$ cat src/rtl/pwr_clk_pkg.sv
// Package: constants and types of the power and clock mode control block
// Operation
// - After reset the CPU runs from the slow oscillator and the fast oscillator is off.
// - After reset the oscillator regulator level bit is 0, the low 1.3 V setting.
// - After reset booster, both boost selects and the supply detector are all 0.
// - With the RC slow oscillator option and fast oscillator on, logic supply is held high.
`default_nettype none

package pwr_clk_pkg;

    // ****************************************************************
    // Register map
    // ****************************************************************
    localparam logic [7:0] CTRL_OFFSET = 8'h00;
    localparam logic [7:0] STATUS_OFFSET = 8'h04;
    localparam int CTRL_WIDTH = 8;

    // Control bits, CPU clock select in bit 0 (1 selects the fast clock)
    typedef struct packed {
        logic internal_logic_supply;
        logic supply_detector_enable;
        logic adc_boost_mode_select;
        logic osc_boost_mode_select;
        logic booster_enable;
        logic osc_regulator_level;
        logic fast_osc_enable;
        logic cpu_clock_select;
    } ctrl_t;

    localparam ctrl_t CTRL_RESET = ctrl_t'(8'h00);

    // Status field positions
    localparam int STAT_CLK_SRC_BIT = 0;
    localparam int STAT_LOGIC_HIGH_BIT = 1;
    localparam int STAT_RC_OPT_BIT = 2;
    localparam int STAT_PENDING_BIT = 3;

    // Strap capture: the two sync flops hold reset zeros until the second edge
    localparam logic [1:0] STRAP_SETTLE = 2'h2;
    localparam logic [1:0] STRAP_DONE = 2'h3;

    // ****************************************************************
    // Module state
    // ****************************************************************
    typedef struct packed {
        ctrl_t ctrl;
        logic sel_active;
        logic slow_s1;
        logic slow_s2;
        logic fast_s1;
        logic fast_s2;
        logic clk_out;
        logic rc_s1;
        logic rc_s2;
        logic rc_opt;
        logic [1:0] strap_cnt;
        logic [31:0] prdata;
    } state_t;

    localparam state_t STATE_RESET = '{
        ctrl: CTRL_RESET, sel_active: 1'b0, slow_s1: 1'b0, slow_s2: 1'b0,
        fast_s1: 1'b0, fast_s2: 1'b0, clk_out: 1'b0, rc_s1: 1'b0, rc_s2: 1'b0,
        rc_opt: 1'b0, strap_cnt: 2'h0, prdata: 32'h0000_0000
    };

endpackage

`default_nettype wire

$ cat src/rtl/power_clock_mode_control.sv
// Module: APB control of clock source, oscillator, regulator and booster modes
//
// The APB slave port and the placing of the registers were chosen for this implementation.
`default_nettype none

module power_clock_mode_control (
    // Clock and reset
    input wire logic clk,
    input wire logic reset_n,
    // APB slave
    input wire logic psel,
    input wire logic penable,
    input wire logic pwrite,
    input wire logic [7:0] paddr,
    input wire logic [31:0] pwdata,
    output logic [31:0] prdata,
    output logic pready,
    output logic pslverr,
    // Oscillator clocks and mask option strap, all asynchronous
    input wire logic slow_oscillator,
    input wire logic fast_oscillator,
    input wire logic rc_slow_osc_option,
    // Controls to the analog blocks
    output var pwr_clk_pkg::ctrl_t ctrl,
    output logic logic_supply_high,
    output logic cpu_clock
);

    // ****************************************************************
    // State
    // ****************************************************************
    pwr_clk_pkg::state_t st_r;
    pwr_clk_pkg::state_t st_nxt;
    logic wr_ctrl;
    logic logic_high;

    // Address decode for the error answer; the read mux decodes with its own case
    function automatic logic is_mapped(input logic [7:0] a);
        return (a == pwr_clk_pkg::CTRL_OFFSET) || (a == pwr_clk_pkg::STATUS_OFFSET);
    endfunction

    // Write lands only at the access edge, so setup never changes the controls
    assign wr_ctrl = psel && penable && pwrite && (paddr == pwr_clk_pkg::CTRL_OFFSET);

    // Logic supply forced high when the RC slow option runs with the fast oscillator
    assign logic_high = (st_r.rc_opt && st_r.ctrl.fast_osc_enable)
        || st_r.ctrl.internal_logic_supply;

    // ****************************************************************
    // Next state
    // ****************************************************************
    always_comb begin
        st_nxt = st_r;
        // Two flops on every asynchronous input
        st_nxt.slow_s1 = slow_oscillator;
        st_nxt.slow_s2 = st_r.slow_s1;
        st_nxt.fast_s1 = fast_oscillator;
        st_nxt.fast_s2 = st_r.fast_s1;
        st_nxt.rc_s1 = rc_slow_osc_option;
        st_nxt.rc_s2 = st_r.rc_s1;
        // Strap caught once after reset release; mask options never change live.
        // Capture waits until the sync pair holds the pin, not its reset zeros.
        if (st_r.strap_cnt != pwr_clk_pkg::STRAP_DONE) begin
            st_nxt.strap_cnt = st_r.strap_cnt + 2'h1;
        end
        if (st_r.strap_cnt == pwr_clk_pkg::STRAP_SETTLE) begin
            st_nxt.rc_opt = st_r.rc_s2;
        end
        // Software writes land whole; ordering is left to software
        if (wr_ctrl) begin
            st_nxt.ctrl = pwr_clk_pkg::ctrl_t'(pwdata[pwr_clk_pkg::CTRL_WIDTH-1:0]);
        end
        // Source follows the select only with both clocks low, so no runt pulse
        if (!st_r.slow_s2 && !st_r.fast_s2) begin
            st_nxt.sel_active = st_r.ctrl.cpu_clock_select;
        end
        // Mux output uses the source that was active when this level was taken
        st_nxt.clk_out = st_r.sel_active ? st_r.fast_s2 : st_r.slow_s2;
        // Read data captured in the setup phase, stable through access
        if (psel && !penable) begin
            case (paddr)
                pwr_clk_pkg::CTRL_OFFSET: begin
                    st_nxt.prdata = {24'h00_0000, st_r.ctrl};
                end
                pwr_clk_pkg::STATUS_OFFSET: begin
                    st_nxt.prdata = 32'h0000_0000;
                    st_nxt.prdata[pwr_clk_pkg::STAT_CLK_SRC_BIT] = st_r.sel_active;
                    st_nxt.prdata[pwr_clk_pkg::STAT_LOGIC_HIGH_BIT] = logic_high;
                    st_nxt.prdata[pwr_clk_pkg::STAT_RC_OPT_BIT] = st_r.rc_opt;
                    st_nxt.prdata[pwr_clk_pkg::STAT_PENDING_BIT] =
                        st_r.sel_active != st_r.ctrl.cpu_clock_select;
                end
                default: begin
                    st_nxt.prdata = 32'h0000_0000;
                end
            endcase
        end
    end

    // ****************************************************************
    // State register
    // ****************************************************************
    // Synchronous reset loads the documented initial settings
    always_ff @(posedge clk) begin
        if (!reset_n) begin
            st_r <= pwr_clk_pkg::STATE_RESET;
        end else begin
            st_r <= st_nxt;
        end
    end

    // ****************************************************************
    // Outputs
    // ****************************************************************
    // Zero wait state slave; error only for an unmapped access phase
    assign pready = 1'b1;
    assign pslverr = psel && penable && !is_mapped(paddr);
    assign prdata = st_r.prdata;
    assign ctrl = st_r.ctrl;
    assign logic_supply_high = logic_high;
    assign cpu_clock = st_r.clk_out;

    // ****************************************************************
    // Checks
    // ****************************************************************
    reset_clock_a: assert property (
        @(posedge clk) !reset_n |=> !ctrl.cpu_clock_select && !ctrl.fast_osc_enable
            && !st_r.sel_active)
        else $error("clock controls not cleared by reset");

    reset_regulator_a: assert property (
        @(posedge clk) !reset_n |=> !ctrl.osc_regulator_level)
        else $error("regulator level not low after reset");

    reset_booster_a: assert property (
        @(posedge clk) !reset_n |=> !ctrl.booster_enable && !ctrl.osc_boost_mode_select
            && !ctrl.adc_boost_mode_select && !ctrl.supply_detector_enable)
        else $error("booster or detector not off after reset");

    logic_fixed_a: assert property (
        @(posedge clk) disable iff (!reset_n)
        st_r.rc_opt && ctrl.fast_osc_enable |-> logic_supply_high)
        else $error("logic supply not held high with RC option");

    switch_low_a: assert property (
        @(posedge clk) disable iff (!reset_n)
        $changed(st_r.sel_active) |-> $past(!st_r.slow_s2 && !st_r.fast_s2))
        else $error("clock source changed while a clock was high");

    no_runt_a: assert property (
        @(posedge clk) disable iff (!reset_n)
        $changed(st_r.sel_active) |-> !cpu_clock)
        else $error("clock output high right after a source change");

    // Strap must not move once captured, or the logic supply could drop live
    strap_hold_a: assert property (
        @(posedge clk) disable iff (!reset_n)
        st_r.strap_cnt == pwr_clk_pkg::STRAP_DONE |=> $stable(st_r.rc_opt))
        else $error("strap value changed after capture");

    supply_follow_a: assert property (
        @(posedge clk) disable iff (!reset_n)
        ctrl.internal_logic_supply |-> logic_supply_high)
        else $error("logic supply low although software raised it");

    // Read data of the control word must match the stored bits in the access phase
    ctrl_read_a: assert property (
        @(posedge clk) disable iff (!reset_n)
        psel && penable && !pwrite && paddr == pwr_clk_pkg::CTRL_OFFSET
            |-> prdata == {24'h00_0000, ctrl})
        else $error("control read data wrong");

    status_ro_a: assert property (
        @(posedge clk) disable iff (!reset_n)
        psel && penable && pwrite && paddr == pwr_clk_pkg::STATUS_OFFSET |=> $stable(ctrl))
        else $error("status write changed the controls");

    unmapped_err_a: assert property (
        @(posedge clk) disable iff (!reset_n)
        psel && penable && paddr != pwr_clk_pkg::CTRL_OFFSET
            && paddr != pwr_clk_pkg::STATUS_OFFSET |-> pslverr)
        else $error("unmapped access without error");

    mapped_ok_a: assert property (
        @(posedge clk) disable iff (!reset_n)
        psel && penable && (paddr == pwr_clk_pkg::CTRL_OFFSET
            || paddr == pwr_clk_pkg::STATUS_OFFSET) |-> !pslverr)
        else $error("mapped access answered with error");

    ctrl_write_a: assert property (
        @(posedge clk) disable iff (!reset_n)
        wr_ctrl |=> ctrl == $past(pwdata[7:0]))
        else $error("control write not stored");

endmodule

`default_nettype wire

$ cat config.mk
export PLATFORM = sky130hd
export DESIGN_NAME = power_clock_mode_control
export DESIGN_NICKNAME = d
export VERILOG_FILES = /design/src/rtl/pwr_clk_pkg.sv /design/src/rtl/power_clock_mode_control.sv
export SDC_FILE = /design/constraint.sdc
export NUM_CORES = 1
export LEC_CHECK = 0
export BUFFER_PORTS_ARGS = -buffer_cell sky130_fd_sc_hd__buf_2
export CAP_MARGIN = 5
export CORE_MARGIN = 2
export CORE_UTILIZATION = 35
export CTS_CLUSTER_SIZE = 12
export DETAILED_ROUTE_END_ITERATION = 6
export PLACE_DENSITY = 0.77
export SETUP_SLACK_MARGIN = 0.1
export SYNTH_ARGS = -nofsm -noshare
export SYNTH_HDL_FRONTEND = slang
export SYNTH_SLANG_ARGS = --single-unit
$ cat constraint.sdc
create_clock -name clk -period 2.95 [get_ports clk]
set_input_delay 0.1475 -clock clk [delete_from_list [all_inputs] [get_ports clk]]
set_output_delay 0.1475 -clock clk [all_outputs]
set_load 0.01 [all_outputs]
# ---- Word-level counts from Yosys, hierarchy flattened
# Index checks and enable logic that the tools add are counted.
dict set report totals {
  reg_bits 51
  in_bits 48
  output_inout_bits 44
  wordCells 40
}
dict set report classes {
  add_sub_neg 1
  eq_ne 4
  muxes 2
  reduce_logical 14
}
# op n
set ops {}
lappend ops {{$pmux 8 s2} 1}
lappend ops {{$eq 8x3->1 const B} 1}
lappend ops {{$logic_not 8->1} 1}
lappend ops {{$logic_and 1x1->1} 7}
lappend ops {{$logic_not 1->1} 4}
lappend ops {{$add 2x1->2 const B} 1}
lappend ops {{$eq 2x2->1 const B} 1}
lappend ops {{$logic_or 1x1->1} 2}
lappend ops {{$ne 2x2->1 const B} 1}
lappend ops {{$mux 1} 1}
lappend ops {{$ne 1x1->1} 1}

# ---- Longest topological paths before layout
# Gate-level depths: netlist of run 1.
dict set report logic_depth {
  ltp_word 4
  ltp_mapped 4
  depth_no_buf 4
}

# ---- Worst setup path before layout of run 1
# No wires, ideal clock.
dict set report synth_timing {
  path_kind {input -> output}
  from {in paddr[5]}
  to {out pslverr}
  arrival_time_ps 879
  required_ps 2803
  slack_ps 1924
  cell_stages 3
  path_buffers 0
  cell_sequence {nor4_4 > nand2_1 > and3_1}
}
dict set report synth_via {
  elab_chain_len 4
  elab_cells_between_ends 5
  classes_between {eq/ne (1); reduce/logical (4)}
}
# item line_no
set synth_rtl {}
lappend synth_rtl {{start, declared} power_clock_mode_control.sv:14} ;# input wire logic [7:0] paddr,
lappend synth_rtl {{$eq 8x3->1 or $logic_not 8->1 (tied branches)} power_clock_mode_control.sv:39} ;# return (a == pwr_clk_pkg::CTRL_OFFSET) || (a == pwr_clk_pkg::STATUS_OFFSET);
lappend synth_rtl {{$logic_or 1x1->1 (*)} power_clock_mode_control.sv:39}
lappend synth_rtl {{$logic_not 1->1 (*)} power_clock_mode_control.sv:117} ;# assign pslverr = psel && penable && !is_mapped(paddr);
lappend synth_rtl {{$logic_and 1x1->1 (*)} power_clock_mode_control.sv:117}
lappend synth_rtl {{end, declared} power_clock_mode_control.sv:18} ;# output logic pslverr,
# Every way passes the cells marked *; elsewhere a longest branch is shown, timed or not.

# ---- Worst setup path after layout of run 1
# Same ends and word-level chain as after synthesis.

==> results.py, run 1 <==
metrics = {
    "outcome": {
        "status": "finished, final reports clean",
    },
    "sta": {
        "post-route-min-period_ps": 1354,
        "rsz0062_at_grt": "false",
        "worstMarginPinSlew_ps": 544.3,
        "fmax_ghz": 0.7388,
        "fin_ws_ps": 1596,
        "finClkSkew_ps": 4.204,
        "slew_headroom_pct": 63.71,
        "fin_crit_sh_pct": 45.88,
        "hold_violations": 0,
        "fin_tns_setup_ps": 0,
        "setup_viol": 0,
        "drv_slew": 0,
    },
    "yosys": {
        "synth_fa_ha_area_share_pct": 1.754,
        "synth_top_family_by_area": "buffers and inverters",
        "yosysWarnings": 0,
        "postSynthAreaPerCell_um2": 9.143,
        "synth_cell_type_count": 30,
        "synth_seq_area_share_pct": 37.89,
        "synthCells": 156,
        "muxShareOfSynthArea_pct": 10.00,
        "syn-cell-area_um2": 1426,
        "synth-simple-area-share_pct": 20.09,
        "synth_compound_area_share_pct": 4.912,
        "synth-xor-area-share_pct": 1.228,
        "synth_seq_cells": 27,
    },
    "power_and_ir_drop": {
        "peakVddDrop_uv": 178.2,
        "p_leak_nw": 0.7614,
        "powerDensity_nw_per_um2": 440.9,
    },
    "finish": {
        "layout_commonest_cell": "buf_2",
        "drive_gt1_share_pct": 28.09,
        "final_cell_mix": "42 x buf_2, 27 x dfxtp_1, 25 x conb_1, 21 x nand2_1, 12 x mux2i_1",
        "n_antenna_cell": 0,
        "fill_cells": 411,
        "area_growth_pct": 5.000,
        "final_nets": 229,
    },
    "detailed_routing": {
        "antenna_left": 0,
        "drt_iter0_drc": 32,
        "drt-pass1-iter-count": 3,
        "route.detailed.drc": 0,
        "routed_wl_mm": 2.341,
        "wire_per_inst_um": 10.27,
        "vias": 946,
        "avgViaCountPerCell": 4.149,
    },
    "setup_path": {
        "crit_fanout": 5,
        "crit_path_end_kind": "output pin",
        "ff2ff_setup_slack_ps": 1910,
        "cp_top_family": "simple AND/OR/NAND/NOR gates",
        "arrival_ps": 1210,
        "path_buf_inv": 2,
        "cp_slowest_cell": "nor4_4",
        "crit_path_frequent_cell": "buf_2",
        "cp_slowest_stage_delay_ps": 430,
        "path_cells": "buf_2, nor4_4, nand2_1, and3_1, buf_2",
        "critical_path_class": "in2out",
        "cp.required_ps": 2800,
        "start_kind": "primary input",
    },
    "floorplan": {
        "floorplan.initialDensity_pct": 35.92,
        "num_io_pins": 92,
        "chipWidth_um": 67.84,
        "core-area_um2": 3971,
        "dieArea_um2": 4602,
        "fp-row-count": 23,
        "die_y_um": 67.84,
    },
    "clock_tree": {
        "clkTransAtPathRegs_ps": 80,
        "postCtsSetupRepairBufs": 0,
        "clk-insertion-delay-late_ps": 270,
        "numClockSinks": 27,
        "cts_tree": "done",
        "clockBufferDepth": 2,
        "postCtsHoldBufs": 0,
        "cts_resized": 0,
        "ctsRootBufferMaster": "clkbuf_8",
        "htreeDepth": 1,
        "numCtsBuffers": 3,
    },
    "placement": {
        "place_ws_ps": 1590,
        "dpl.hpwl_mm": 1.808,
        "numPortBuffers": 42,
        "place.gp.congestion": 0.7737,
    },
    "grt": {
        "grt_pass1_vias": 761,
        "grt_pass1_wl_mm": 3.429,
        "grt_max_degree": 37,
        "grt.overflow.total": 0,
        "antenna_found_initial": 0,
        "grtUsageTotal_pct": 10.26,
    },
    "worst_hold_path": {
        "min_path_type": "in2reg",
    },
    "run": {
        "cap_viol_max_count": 0,
    },
}
## state kept, by name, summed over array words and instances (netlist names)
name / cells
st_r: 7
prdata: 8
ctrl: 8
st_nxt: 3
cpu_clock: 1
## path summary, 6_finish.rpt
kind | startpoint | to | cells after the start
max reg2reg | st_r[32]$_SDFFE_PN0P_ | st_r[33]$_SDFFE_PN0P_ | 4
min reg2reg | st_nxt[38]$_SDFF_PN0_ | st_r[38]$_SDFF_PN0_ | 1
max | paddr[5] | pslverr | 5
min | rc_slow_osc_option | st_nxt[35]$_SDFF_PN0_ | 2
## per-stage QoR
step	utilization, %	power, W	hold WS (ps)	area (um^2)	cells
after floorplan	-	0.0004673	274.8	1513	179
after detailed placement	36.58	0.0004662	360.2	1453	224
after global routing	37.71	0.0006977	83.87	1498	228
final	37.71	0.0006603	84.67	1498	228
after global placement	36.58	0.0004646	357.3	1453	224
after CTS	37.71	0.0006696	79.02	1498	228
## kinds of logic after synthesis
logic type / count (synthesis)
buffers and inverters: 48
DFF: 27
and+or+nand+nor: 50
muxes: 14
other: 2
adders and majority gates: 2
xor gates and xnor gates: 2
AOI/OAI and AO/OA: 11
## layout make-up
type | count | area, um^2 | share of cell area, %
multi-input cells | 104 | 635.6 | 42.44
flip-flops and latches | 27 | 540.5 | 36.09
well taps | 50 | 62.56 | 4.177
repair buffers | 42 | 210.2 | 14.04
clock buffers | 4 | 45.04 | 3.008
inverters | 1 | 3.754 | 0.2506
## cells in the mapped netlist
cell | n | share of area (%)
clkbuf_2 | 1 | 0.35
and3_1 | 1 | 0.44
nor4_4 | 1 | 1.5
xor2_1 | 1 | 0.61
nand4_1 | 2 | 0.88
xnor2_1 | 1 | 0.61
nor2_1 | 1 | 0.26
dfxtp_1 | 27 | 38
nand3_1 | 6 | 2.1
and4b_1 | 1 | 0.70
a21boi_0 | 2 | 1.1
mux2i_1 | 12 | 8.4
clkbuf_1 | 4 | 1.1
buf_2 | 1 | 0.35
inv_1 | 1 | 0.26
o21ai_0 | 5 | 1.8
mux2_2 | 2 | 1.6
nand2_1 | 21 | 5.5
conb_1 | 2 | 0.53
buf_4 | 41 | 22
a22oi_1 | 1 | 0.53
nand4b_1 | 1 | 0.61
nor2b_1 | 4 | 1.8
o31ai_1 | 2 | 1.1
and2_1 | 8 | 3.5
nand2b_1 | 2 | 0.88
ha_1 | 2 | 1.8
nor3_2 | 1 | 0.70
a21o_1 | 1 | 0.53
nand3_4 | 1 | 1.2
## layer usage
metal / track usage [%] / part of all wire [%] / up-vias / wire (um)
met4: 7.500 / 2.3 / 0 / 55
met3: 1.645 / 8.3 / 4 / 195
met5: 0 / 0 / - / 0
met2: 15.20 / 44 / 38 / 1039
met1: 13.43 / 45 / 418 / 1051
li1: - / - / 486 / -
## report_power, final
group          internal (W)  switching, W
registers          0.000375    0.00000628
logic             0.0000315     0.0000445
clock network     0.0000965      0.000107
No activity file was read; power rests on OpenSTA's default activity.
==> run 2: changes to the inputs <==
--- a/config.mk
+++ b/config.mk
@@ -11,7 +11,7 @@
 export CORE_UTILIZATION = 35
 export CTS_CLUSTER_SIZE = 12
 export DETAILED_ROUTE_END_ITERATION = 6
-export PLACE_DENSITY = 0.77
+export PLACE_DENSITY = 0.8
 export SETUP_SLACK_MARGIN = 0.1
 export SYNTH_ARGS = -nofsm -noshare
 export SYNTH_HDL_FRONTEND = slang
==> constraint.sdc (replaced) <==
create_clock -name clk -period 1.1 [get_ports clk]
set_input_delay 0.055 -clock clk [delete_from_list [all_inputs] [get_ports clk]]
set_output_delay 0.055 -clock clk [all_outputs]
set_load 0.01 [all_outputs]
==> run 2 against run 1 <==
  * Wire length grew 9.5%
  * Setup slack got worse by 1500 ps
  * Core utilization grew 3.1 points
  * Global-route usage is 1.1 points higher
  * Sequential share of layout area decreased by 2.1 points
  * Clock power grew to 2.7 times the previous value
  * Clock skew down 2.1 ps
==> results.py, run 2 (synthesis gave the netlist of run 1 again) <==
metrics = {
    "sta": {
        "fin_crit_sh_pct": 87.14,
        "timing.hold.ws_ps": 6.787,
        "setup_viol": 0,
        "drv_slew": 0,
        "post-route-min-period_ps": 958.6,
        "hold_violations": 0,
        "rsz0062_at_grt": "true",
        "finClkSkew_ps": 2.075,
        "fmax_ghz": 1.043,
    },
    "setup_path": {
        "r2r_start": "st_r[32]$_SDFFE_PN0P_",
        "ff2ff_setup_slack_ps": 160,
        "start_kind": "flop",
        "rr_worst_depth": 4,
        "crit_path_end_kind": "output pin",
        "arrival_ps": 900,
        "cp.required_ps": 1040,
        "crit_fanout": 4,
        "critical_path_class": "reg2out",
        "reg2reg_to": "st_r[33]$_SDFFE_PN0P_",
    },
    "grt": {
        "grt_pass1_wl_mm": 3.933,
        "grt_pass1_vias": 877,
        "grtUsageTotal_pct": 11.41,
        "antenna_found_initial": 0,
        "grt.overflow.total": 0,
        "grt_max_degree": 18,
    },
    "power_and_ir_drop": {
        "powerDensity_nw_per_um2": 1136,
        "peakVddDrop_uv": 434.2,
        "p_leak_nw": 0.8131,
        "finalPower_w": 0.001842,
    },
    "worst_hold_path": {
        "hold_depth": 3,
        "min_to": "ctrl[1]$_SDFFE_PN0P_",
        "min-delay-start": "pwdata[1]",
        "min_path_type": "in2reg",
    },
    "detailed_routing": {
        "wire_per_inst_um": 10.77,
        "antenna_left": 0,
        "routed-wl-met2_mm": 1.207,
        "met1_length_mm": 1.113,
        "avgViaCountPerCell": 4.147,
        "routed_wl_mm": 2.563,
        "wl_met3_um": 201,
        "route.detailed.drc": 0,
        "dr.max_layer_used": "met4",
        "vias": 987,
        "drt-pass1-iter-count": 4,
        "drt_iter0_drc": 21,
    },
    "clock_tree": {
        "cts_tree": "done",
        "ctsRootBufferMaster": "clkbuf_8",
        "clkTransAtPathRegs_ps": 90,
        "htreeDepth": 1,
        "numClockSinks": 27,
        "numCtsBuffers": 3,
        "clockBufferDepth": 2,
        "clk-insertion-delay-late_ps": 270,
    },
    "floorplan": {
        "floorplan.initialDensity_pct": 35.92,
        "num_io_pins": 92,
        "die_y_um": 67.84,
        "fp-row-count": 23,
        "dieArea_um2": 4602,
        "core-area_um2": 3971,
        "chipWidth_um": 67.84,
    },
    "finish": {
        "drive_gt1_share_pct": 37.23,
        "final_nets": 239,
        "final_cell_mix": "41 x buf_2, 25 x conb_1, 20 x nand2_1, 20 x dfxtp_1, 12 x mux2i_1",
        "area_growth_pct": 13.68,
        "n_antenna_cell": 0,
        "layout_commonest_cell": "buf_2",
    },
    "outcome": {
        "status": "finished, final reports clean",
    },
    "run": {
        "cap_viol_max_count": 0,
    },
    "placement": {
        "dpl.hpwl_mm": 1.862,
        "place.gp.congestion": 0.7336,
        "numPortBuffers": 42,
    },
}
-- run 2: area by class of cell --
type	count	area, um^2
Tap cell	50	62.56
Multi-Input combinational cell	104	658.1
Inverter	1	3.754
Sequential cell	27	551.8
Clock buffer	3	41.29
Timing Repair Buffer	52	299.0
Clock inverter	1	5.005
Fill cell	430	2350
-- run 2: report_power, final --
| part | switching [W] | internal, W | total (W) | leakage [nW] |
|---|---|---|---|---|
| registers | 0.0000250 | 0.00101 | 0.00103 | 0.223 |
| clock network | 0.000298 | 0.000253 | 0.000551 | 0.0255 |
| logic | 0.000135 | 0.000124 | 0.000259 | 0.565 |
| total | 0.000458 | 0.00138 | 0.00184 | 0.813 |
-- run 2: worst max-delay path by stage --
| stage | cells past startpoint | to | start | slack (ps) |
|---|---|---|---|---|
| 2_1_floorplan | 4 | st_r[33]$_SDFFE_PN0P_ | st_r[32]$_SDFFE_PN0P_ | 150 |
| 3_3_place_gp | 4 | ctrl[7]$_SDFFE_PN0P_ | paddr[5] | -60 |
| 3_5_place_dp | 4 | ctrl[7]$_SDFFE_PN0P_ | paddr[5] | -80 |
| 4_1_cts | 2 | logic_supply_high | ctrl[1]$_SDFFE_PN0P_ | 110 |
| 5_1_grt | 4 | st_r[33]$_SDFFE_PN0P_ | st_r[32]$_SDFFE_PN0P_ | 90 |
| 6_report | 2 | logic_supply_high | st_r[34]$_SDFFE_PN0N_ | 140 |
-- run 2: what timing repair did --
action / 4_1_cts / 5_1_grt
pin swaps: 1 / 6
hold buffers: 3 / 0
resized for setup: 1 / 14
setup buffers: 1 / 3
endpoints found under the setup margin: 2 / 5
endpoints found under the hold margin: 3 / 0
-- run 2: worst max-delay path: stages, from the launching register on --
cell,delay [ps]
dfxtp_2,340
a21o_1,180
buf_6,120
-- run 2: per-layer routing --
| metal | vias up | global-route usage, % |
|---|---|---|
| met3 | 2 | 1.480 |
| met1 | 435 | 14.46 |
| met5 | - | 0 |
| met2 | 42 | 18.87 |
| met4 | 0 | 6.000 |
| li1 | 508 | - |
-- run 2: through the flow --
step,utilization (%),setup slack (ps),area [um^2],std cells,TNS [ps]
after floorplan,-,150.5,1513,179,0
after global placement,37.15,-58.32,1475,227,-610.8
after detailed placement,37.15,-81.32,1475,227,-817.9
after CTS,39.29,106.5,1560,235,0
after global routing,40.83,87.50,1622,238,0
final,40.83,141.4,1622,238,0
==> run 3: changes to the inputs <==
--- a/config.mk
+++ b/config.mk
@@ -9,6 +9,7 @@
 export CAP_MARGIN = 5
 export CORE_MARGIN = 2
 export CORE_UTILIZATION = 35
+export CTS_BUF_LIST = sky130_fd_sc_hd__clkbuf_4 sky130_fd_sc_hd__clkbuf_8
 export CTS_CLUSTER_SIZE = 12
 export DETAILED_ROUTE_END_ITERATION = 6
 export PLACE_DENSITY = 0.8
==> constraint.sdc (replaced) <==
create_clock -name clk -period 1.1 [get_ports clk]
set_input_delay 0.055 -clock clk [delete_from_list [all_inputs] [get_ports clk]]
set_output_delay 0.055 -clock clk [all_outputs]
set_load 0.05 [all_outputs]
==> run 3 against run 2 <==
  * Cell area shrank 1.1%
  * Sequential power is essentially flat
  * Via count shrank 0.41%
  * Fmax shrank 2.5%
  * Total power is 5.9% higher
  * Clock skew grew 2.1 ps
  * Flip-flop and latch count is the same
  * Hold slack gained 16 ps
  * Critical path type unchanged
==> results.py, run 3 (synthesis gave the netlist of run 1 again) <==
metrics = {
    "placement": {
        "numPortBuffers": 42,
        "dpl.hpwl_mm": 1.859,
        "dpl.cell_count": 228,
        "place_ws_ps": -79.94,
        "place.gp.congestion": 0.7432,
    },
    "setup_path": {
        "cp_slowest_cell": "dfxtp_2",
        "cp.required_ps": 1040,
        "start_kind": "flop",
        "cp_slowest_stage_delay_ps": 340,
        "path_cells": "a21o_1, buf_6",
        "crit_path_end_kind": "output pin",
        "arrival_ps": 930,
        "critical_path_class": "reg2out",
        "crit_fanout": 4,
    },
    "outcome": {
        "status": "finished, final reports clean",
    },
    "finish": {
        "final_nets": 238,
        "fin_cells": 237,
        "layout_commonest_cell": "buf_2",
        "drive_gt1_share_pct": 33.69,
        "final_cell_mix": "35 x buf_2, 25 x conb_1, 22 x dfxtp_1, 21 x nand2_1, 12 x mux2i_1",
        "area_growth_pct": 12.46,
        "fill_cells": 408,
        "final_util_pct": 40.39,
        "n_antenna_cell": 0,
    },
    "detailed_routing": {
        "vias": 983,
        "drt_iter0_drc": 15,
        "wire_per_inst_um": 10.05,
        "route.detailed.drc": 0,
        "antenna_left": 0,
        "drt-pass1-iter-count": 3,
        "avgViaCountPerCell": 4.148,
        "routed_wl_mm": 2.382,
    },
    "sta": {
        "drv_slew": 0,
        "finClkSkew_ps": 4.209,
        "rsz0062_at_grt": "true",
        "fin_crit_sh_pct": 89.40,
        "post-route-min-period_ps": 983.4,
        "setup_viol": 0,
        "fin_tns_setup_ps": 0,
        "hold_violations": 0,
        "fin_ws_ps": 116.6,
        "fmax_ghz": 1.017,
    },
    "run": {
        "cap_viol_max_count": 0,
    },
    "floorplan": {
        "dieArea_um2": 4602,
        "floorplan.initialDensity_pct": 35.92,
        "chipWidth_um": 67.84,
        "num_io_pins": 92,
        "core-area_um2": 3971,
        "die_y_um": 67.84,
        "fp-row-count": 23,
    },
    "clock_tree": {
        "htreeDepth": 1,
        "clkTransAtPathRegs_ps": 90,
        "cts_tree": "done",
        "ctsRootBufferMaster": "clkbuf_8",
        "clk-insertion-delay-late_ps": 270,
        "numCtsBuffers": 3,
        "clockBufferDepth": 2,
        "numClockSinks": 27,
    },
    "grt": {
        "antenna_found_initial": 0,
        "grt_pass1_vias": 853,
        "grt_pass1_wl_mm": 3.636,
        "grt_max_degree": 18,
        "grt.overflow.total": 0,
        "grtUsageTotal_pct": 10.67,
    },
    "worst_hold_path": {
        "min_path_type": "in2reg",
    },
    "power_and_ir_drop": {
        "power.internal_w": 0.001364,
        "power_frac_seq_pct": 52.5,
        "peakVddDrop_uv": 387.6,
        "p_leak_nw": 0.8044,
        "swShare_pct": 30.10,
        "powerDensity_nw_per_um2": 1217,
        "p_switching_w": 0.0005876,
        "clkPwrFrac_pct": 27.7,
        "power_frac_comb_pct": 19.8,
    },
}
==> run 3: cell types whose count changed in the layout (fill, tap and decap cells not counted), moves of 2 or more <==
| cell | change |
|---|---|
| buf_4 | +3 |
| dfxtp_1 | +2 |
| clkbuf_4 | +2 |
| buf_2 | -6 |
==> run 3: power by group through the flow <==
stage	registers (W)	clock network [W]	logic [W]
floorplan	0.00105	0	0.000368
global placement	0.00104	0	0.000366
detailed placement	0.00105	0	0.000371
CTS	0.00103	0.000560	0.000381
global route	0.00103	0.000604	0.000418
finish	0.00103	0.000541	0.000386
==> run 3: stage by stage <==
stage                     instance area, um^2  hold WS (ps)  total power (W)
after floorplan                          1513         182.3         0.001414
after global placement                   1483         264.5         0.001411
after detailed placement                 1483         266.5         0.001418
after CTS                                1580         13.77         0.001966
after global routing                     1604         29.99         0.002052
final                                    1604         22.50         0.001952
==> run 3: final cells by class <==
cell class,count,area [um^2],area share [%]
multi-input cells,104,638.1,39.78
clock inverters,1,5.005,0.3120
inverters,1,3.754,0.2340
clock buffers,3,41.29,2.574
repair buffers,51,306.5,19.11
flip-flops and latches,27,546.8,34.09
well taps,50,62.56,3.900
==> run 3: what timing repair did <==
item	in CTS	in global routing
buffers inserted	1	1
hold buffers	3	0
hold endpoints to repair	3	0
setup endpoints to repair	6	9
resized for setup	6	11
pin swaps	2	2
==> run 3: worst paths after layout <==
path	depth (start not counted)	end	slack, ps	startpoint
min	3	ctrl[4]$_SDFFE_PN0P_	20	pwdata[4]
max reg2reg	4	st_r[33]$_SDFFE_PN0P_	140	st_r[32]$_SDFFE_PN0P_
min reg2reg	1	st_r[35]$_SDFF_PN0_	440	st_nxt[35]$_SDFF_PN0_
max	2	logic_supply_high	120	st_r[34]$_SDFFE_PN0N_
==> run 3: critical path: cells and delay by family (launching register included) <==
family                 cells  cell delay (ps)
buffers and inverters      1              150
flip-flops                 1              340
AO/OA/AOI/OAI              1              180
==> run 3: metal layers <==
metal | routed length [um] | vias to the layer above | global-route usage (%)
li1 | - | 509 | -
met1 | 1031 | 434 | 13.43
met2 | 1119 | 38 | 16.67
met3 | 197 | 2 | 2.632
met4 | 34 | 0 | 6.000
met5 | 0 | - | 0
